===== src/pkg/dsl_regs.vh =====
/*
 * Constants for the serial load front end: word layout, field positions,
 * reset values of the channel registers.
 * Assumes inclusion by bare name from the design file.
 */
`ifndef DSL_REGS_VH
`define DSL_REGS_VH

`define DSL_WORD_BITS 16
`define DSL_CNT_W 5
`define DSL_CNT_FULL 5'h10
`define DSL_CNT_ZERO 5'h00
`define DSL_CNT_ONE 5'h01
`define DSL_DATA_W 10
`define DSL_TRIM_W 8
`define DSL_MODE_BIT 15
`define DSL_ADDR_HI 14
`define DSL_ADDR_LO 12
`define DSL_ADDR_W 3
`define DSL_DATA_HI 9
`define DSL_DATA_LO 0
`define DSL_EXTB_BIT 0
`define DSL_SIXT_BIT 1
`define DSL_TRIM_HI 9
`define DSL_TRIM_LO 2
`define DSL_CODE_RESET 10'h200
`define DSL_TRIM_RESET 8'h80
`define DSL_SYNC_IDLE 5'h1F

`endif


===== src/rtl/dsl_top.v =====
/*
 * Serial word loader for a multi-channel DAC: pin sampling, 16-bit shift
 * register, word FIFO, data/control/DAC registers, update and clear.
 * Assumes all serial pins are asynchronous to CLK and that the serial
 * clock is well below CLK/4.
 */
// Operation
// strobe low copies all data registers simultaneously
// strobe low at sixteenth edge auto-updates
// one transfer is exactly one 16-bit word
// data sampled on serial clock falling edges
// clear forces main outputs to bias level
// clear also re-centres every sub DAC trim
// channel control selects external bias point
// shift register accepts only while frame low
// word moves on after sixteenth bit; extras ignored
`include "dsl_regs.vh"
`timescale 1ns/1ps
`default_nettype none

module dsl_fifo #(
  parameter WIDTH = 17,
  parameter DEPTH = 8,
  parameter AW = 3
) (
  // clock and reset
  input wire clk,
  input wire rst,
  // fill side
  input wire in_valid,
  input wire [WIDTH-1:0] in_data,
  output wire in_ready,
  // drain side
  output wire out_valid,
  output wire [WIDTH-1:0] out_data,
  input wire out_ready
);
  reg [WIDTH-1:0] mem [0:DEPTH-1];
  reg [AW:0] wr_ptr_reg;
  reg [AW:0] rd_ptr_reg;
  wire full;
  wire empty;

  assign empty = (wr_ptr_reg == rd_ptr_reg);
  assign full = (wr_ptr_reg[AW-1:0] == rd_ptr_reg[AW-1:0]) &&
                (wr_ptr_reg[AW] != rd_ptr_reg[AW]);
  assign in_ready = ~full;
  assign out_valid = ~empty;
  assign out_data = mem[rd_ptr_reg[AW-1:0]];

  always @(posedge clk) begin
    if (in_valid && !full) begin
      mem[wr_ptr_reg[AW-1:0]] <= in_data;
    end
  end

  always @(posedge clk or posedge rst) begin
    if (rst) begin
      wr_ptr_reg <= {(AW+1){1'b0}};
      rd_ptr_reg <= {(AW+1){1'b0}};
    end else begin
      if (in_valid && !full) begin
        wr_ptr_reg <= wr_ptr_reg + 1'b1;
      end
      if (out_ready && !empty) begin
        rd_ptr_reg <= rd_ptr_reg + 1'b1;
      end
    end
  end
endmodule

module dsl_top #(
  parameter CHANNELS = 4,
  parameter FIFO_DEPTH = 8,
  parameter FIFO_AW = 3
) (
  // clock and reset
  input wire CLK,
  input wire RESET,
  // serial port pins
  input wire SERIAL_SHIFT_CLOCK,
  input wire SERIAL_WORD_INPUT,
  input wire WORD_FRAME_SYNC_N,
  input wire DAC_UPDATE_STROBE_N,
  input wire ASYNC_OUTPUT_CLEAR_N,
  // per-channel outputs to the analog core
  output reg [CHANNELS*`DSL_DATA_W-1:0] DAC_CODE,
  output reg [CHANNELS*`DSL_TRIM_W-1:0] SUB_DAC_TRIM,
  output reg [CHANNELS-1:0] EXTERNAL_BIAS_SELECT,
  output reg [CHANNELS-1:0] CLEAR_TO_SIXTEENTH,
  // status
  output reg CLEAR_ACTIVE,
  output reg WORD_OVERRUN
);
  localparam FW = `DSL_WORD_BITS + 1;

  // two-flop synchronisers; stage one is read only by stage two
  reg [4:0] sync1_reg;
  reg [4:0] sync2_reg;
  reg sclk_prev_reg;
  wire sclk_s = sync2_reg[0];
  wire serial_word_input_s = sync2_reg[1];
  wire frame_n_s = sync2_reg[2];
  wire strobe_n_s = sync2_reg[3];
  wire clear_n_s = sync2_reg[4];
  wire sclk_fall = sclk_prev_reg & ~sclk_s;

  always @(posedge CLK or posedge RESET) begin
    if (RESET) begin
      sync1_reg <= `DSL_SYNC_IDLE;
      sync2_reg <= `DSL_SYNC_IDLE;
      sclk_prev_reg <= 1'b1;
    end else begin
      sync1_reg <= {ASYNC_OUTPUT_CLEAR_N, DAC_UPDATE_STROBE_N, WORD_FRAME_SYNC_N,
                    SERIAL_WORD_INPUT, SERIAL_SHIFT_CLOCK};
      sync2_reg <= sync1_reg;
      sclk_prev_reg <= sclk_s;
    end
  end

  // input shift register
  reg [`DSL_WORD_BITS-1:0] shift_reg;
  reg [`DSL_CNT_W-1:0] count_reg;
  reg push_reg;
  reg push_strobe_reg;
  wire fifo_in_ready;
  wire fifo_out_valid;
  wire [FW-1:0] fifo_out_data;
  wire fifo_out_ready;

  always @(posedge CLK or posedge RESET) begin
    if (RESET) begin
      shift_reg <= {`DSL_WORD_BITS{1'b0}};
      count_reg <= `DSL_CNT_ZERO;
      push_reg <= 1'b0;
      push_strobe_reg <= 1'b0;
      WORD_OVERRUN <= 1'b0;
    end else begin
      push_reg <= 1'b0;
      if (frame_n_s) begin
        count_reg <= `DSL_CNT_ZERO;
      end else if (sclk_fall && count_reg != `DSL_CNT_FULL) begin
        shift_reg <= {shift_reg[`DSL_WORD_BITS-2:0], serial_word_input_s};
        count_reg <= count_reg + `DSL_CNT_ONE;
        if (count_reg == `DSL_CNT_FULL - `DSL_CNT_ONE) begin
          push_reg <= 1'b1;
          push_strobe_reg <= ~strobe_n_s;
        end
      end
      // a word arriving with the FIFO full is lost; flag it until reset
      if (push_reg && !fifo_in_ready) begin
        WORD_OVERRUN <= 1'b1;
      end
    end
  end

  dsl_fifo #(
    .WIDTH(FW),
    .DEPTH(FIFO_DEPTH),
    .AW(FIFO_AW)
  ) u_fifo (
    .clk(CLK),
    .rst(RESET),
    .in_valid(push_reg),
    .in_data({push_strobe_reg, shift_reg}),
    .in_ready(fifo_in_ready),
    .out_valid(fifo_out_valid),
    .out_data(fifo_out_data),
    .out_ready(fifo_out_ready)
  );

  // drain stalls while clear is held so no word lands mid-clear
  assign fifo_out_ready = clear_n_s;
  wire take = fifo_out_valid & fifo_out_ready;
  wire [`DSL_WORD_BITS-1:0] word = fifo_out_data[`DSL_WORD_BITS-1:0];
  wire auto_upd = fifo_out_data[`DSL_WORD_BITS];
  wire [`DSL_ADDR_W-1:0] addr = word[`DSL_ADDR_HI:`DSL_ADDR_LO];
  wire is_data = word[`DSL_MODE_BIT];

  // channel registers
  reg [`DSL_DATA_W-1:0] data_reg [0:CHANNELS-1];
  genvar ch;
  generate
    for (ch = 0; ch < CHANNELS; ch = ch + 1) begin : g_ch
      wire hit = take && (addr == ch);
      always @(posedge CLK or posedge RESET) begin
        if (RESET) begin
          data_reg[ch] <= `DSL_CODE_RESET;
          DAC_CODE[ch*`DSL_DATA_W +: `DSL_DATA_W] <= `DSL_CODE_RESET;
          SUB_DAC_TRIM[ch*`DSL_TRIM_W +: `DSL_TRIM_W] <= `DSL_TRIM_RESET;
          EXTERNAL_BIAS_SELECT[ch] <= 1'b0;
          CLEAR_TO_SIXTEENTH[ch] <= 1'b0;
        end else if (!clear_n_s) begin
          DAC_CODE[ch*`DSL_DATA_W +: `DSL_DATA_W] <= `DSL_CODE_RESET;
          SUB_DAC_TRIM[ch*`DSL_TRIM_W +: `DSL_TRIM_W] <= `DSL_TRIM_RESET;
        end else begin
          if (hit && is_data) begin
            data_reg[ch] <= word[`DSL_DATA_HI:`DSL_DATA_LO];
          end
          if (hit && !is_data) begin
            EXTERNAL_BIAS_SELECT[ch] <= word[`DSL_EXTB_BIT];
            CLEAR_TO_SIXTEENTH[ch] <= word[`DSL_SIXT_BIT];
            SUB_DAC_TRIM[ch*`DSL_TRIM_W +: `DSL_TRIM_W] <= word[`DSL_TRIM_HI:`DSL_TRIM_LO];
          end
          if (!strobe_n_s) begin
            DAC_CODE[ch*`DSL_DATA_W +: `DSL_DATA_W] <= data_reg[ch];
          end else if (take && auto_upd) begin
            // the fresh word is bypassed so the auto update carries it
            DAC_CODE[ch*`DSL_DATA_W +: `DSL_DATA_W] <=
              (hit && is_data) ? word[`DSL_DATA_HI:`DSL_DATA_LO] : data_reg[ch];
          end
        end
      end
    end
  endgenerate

  always @(posedge CLK or posedge RESET) begin
    if (RESET) begin
      CLEAR_ACTIVE <= 1'b0;
    end else begin
      CLEAR_ACTIVE <= ~clear_n_s;
    end
  end
endmodule

`default_nettype wire


===== config.mk =====
export PLATFORM = sky130hd
export DESIGN_NAME = dsl_top
export DESIGN_NICKNAME = d
export VERILOG_FILES = /design/src/rtl/dsl_top.v
export VERILOG_INCLUDE_DIRS = /design/src /design/src/pkg
export SDC_FILE = /design/constraint.sdc
export NUM_CORES = 1
export LEC_CHECK = 0
export ABC_AREA = 1
export BUFFER_PORTS_ARGS = -buffer_cell sky130_fd_sc_hd__buf_2
export CAP_MARGIN = 20
export CORE_MARGIN = 5
export CORE_UTILIZATION = 45
export DETAILED_ROUTE_END_ITERATION = 7
export GPL_TIMING_DRIVEN = 0
export PLACE_DENSITY_LB_ADDON = 0.1
export SYNTH_ARGS = -nofsm -noshare
export SYNTH_HDL_FRONTEND = slang
export SYNTH_HIERARCHICAL = 1
export SYNTH_SLANG_ARGS = --single-unit

===== constraint.sdc =====
create_clock -name CLK -period 6.02 [get_ports CLK]
set_clock_uncertainty 0.1 [all_clocks]
set_input_delay 0.602 -clock CLK [delete_from_list [all_inputs] [get_ports CLK]]
set_output_delay 0.602 -clock CLK [all_outputs]
set_load 0.005 [all_outputs]

==> flow_summary.json <==
{
  "diodes": 0,
  "period_minus_slack_ps": 3050,
  "hp-class": "in2reg",
  "avgSynthCellArea_um2": 10.0,
  "grt_max_degree": 121,
  "min_period_over_period_pct": 50.7,
  "worstMarginPinSlew_ps": 846,
  "power_uw": 4210,
  "maxCapViolCount": 0,
  "first_iter_violations": 747,
  "synth_cells": 1182,
  "grt_pass1_wl_um": 48800,
  "slew_headroom_pct": 43.5,
  "largest_register_ffs": 120,
  "pre_cts_ws_ps": 3110,
  "post_cts_resized": 0,
  "initial_utilization_pct": 45.6,
  "ant_nets": 0,
  "die_area_um2": 29700,
  "synth_fp_nets": 1194,
  "core-area_um2": 26000,
  "vias": 8871,
  "design_area_um2": 13900,
  "wire_per_inst_um": 18.5,
  "drcViolationCount": 0,
  "root_buffer": "clkbuf_16",
  "grt.overflow.total": 0,
  "io_buffer_count": 88,
  "clkLatencyLatePin_ps": 560,
  "drt_wl_total_um": 31000,
  "clk_path_buf_depth": 3,
  "critical_path_required_ps": 6400,
  "rows": 59,
  "placed_cell_area_um2": 12900,
  "firstDrtPassIters": 5,
  "timing.final.ws_setup_ps": 2970,
  "fin_util_pct": 53.6,
  "end_kind": "flop",
  "final_common_cell": "nand2_1",
  "critPathMaxFanout": 10,
  "fp.dieW_um": 172,
  "grt_pass1_vias": 8707,
  "drive_gt1_share_pct": 19.1,
  "antenna_found_initial": 1,
  "path_clk_slew_ps": 60,
  "rsz0062_at_grt": "false",
  "maxClockFrequency_mhz": 328,
  "start_kind": "flop",
  "crit_type": "reg2reg",
  "cts_buffers": 31,
  "hold_viol": 0,
  "die_y_um": 172,
  "dp_hpwl_um": 20100,
  "finalSetupViolations": 0,
  "peakVddDrop_uv": 266,
  "io_pins": 89,
  "cts_max_level": 1,
  "power_density_nw_per_um2": 302,
  "routabilityCongestion": 0.817,
  "slew_violations": 0,
  "synth_warnings": 6,
  "area_growth_pct": 17.6,
  "cts_sinks": 284,
  "cts_tree": "yes",
  "fin_nets": 1324,
  "track_usage_pct": 21.0,
  "status": "finished clean",
  "worstPathArrival_ps": 3430,
  "p_leak_uw": 0.00650,
  "synth_area_um2": 11900,
  "n_fill_cell": 2340,
  "final_cell_mix": "nand2_1, dfrtp_1, nor2_1",
  "viasPerCell": 5.31
}
metrics by stage:
stage	cells	TNS, ps	hold WS [ps]
detailed placement	1613	0	247
floorplan	1182	0	245
global placement	1605	-141400	246
global route	1672	0	19.1
CTS	1672	0	10.6
finish	1672	0	40.1
worst max-delay path, cell delays in order, from the launching register on:
cell,delay [ps]
dfrtp_1,390
inv_1,320
clkbuf_1,480
o21ai_0,200
o22ai_1,160
nand2_1,60
nand2_1,70
buf_4,170
clkbuf_1,460
nand4_1,260
nand3_1,140
nand2_1,80
nand2_1,70
repair_timing:
item,CTS,global route
hold buffers,1,0
endpoints found under the hold margin,42,0
buffers inserted,0,0
cell type report:
| cell class | count | area, um2 | share of cell area (%) |
|---|---|---|---|
| Buffer | 71 | 364 | 2.61 |
| Timing Repair Buffer | 97 | 583 | 4.18 |
| Tap cell | 335 | 419 | 3.01 |
| Multi-Input combinational cell | 791 | 3630 | 26.1 |
| Clock buffer | 38 | 832 | 5.97 |
| Inverter | 36 | 146 | 1.05 |
| Clock inverter | 20 | 223 | 1.60 |
| Sequential cell | 284 | 7740 | 55.5 |
layer usage:
metal	vias to the layer above	share of wire (%)	GRT usage (%)
met2	259	44	31.8
met3	68	7.0	4.07
met4	2	3.2	7.31
met1	4292	46	30.5
li1	4250	-	-
met5	-	0.045	0
final timing paths:
kind / from / end / slack, ps / cells past startpoint
min reg2reg: sync1_reg[0] / sync2_reg[0] / 250 / 0
min in group asynchronous: RESET / WORD_OVERRUN / 480 / 3
min: SERIAL_WORD_INPUT / sync1_reg[1] / 40 / 1
max in group asynchronous: RESET / count_reg[2] / 4390 / 4
max reg2reg: u_fifo/rd_ptr_reg[1] / DAC_CODE[7] / 2970 / 12
max: u_fifo/rd_ptr_reg[1] / DAC_CODE[7] / 2970 / 12
power breakdown:
group          internal, uW  leakage [uW]  total, uW  switching [uW]
sequential             2080       0.00326       2130            46.9
clock                  1190      0.000518       1940             756
combinational          44.9       0.00271        136            91.4
total                  3310       0.00650       4210             894
No activity file was read; power rests on OpenSTA's default activity.
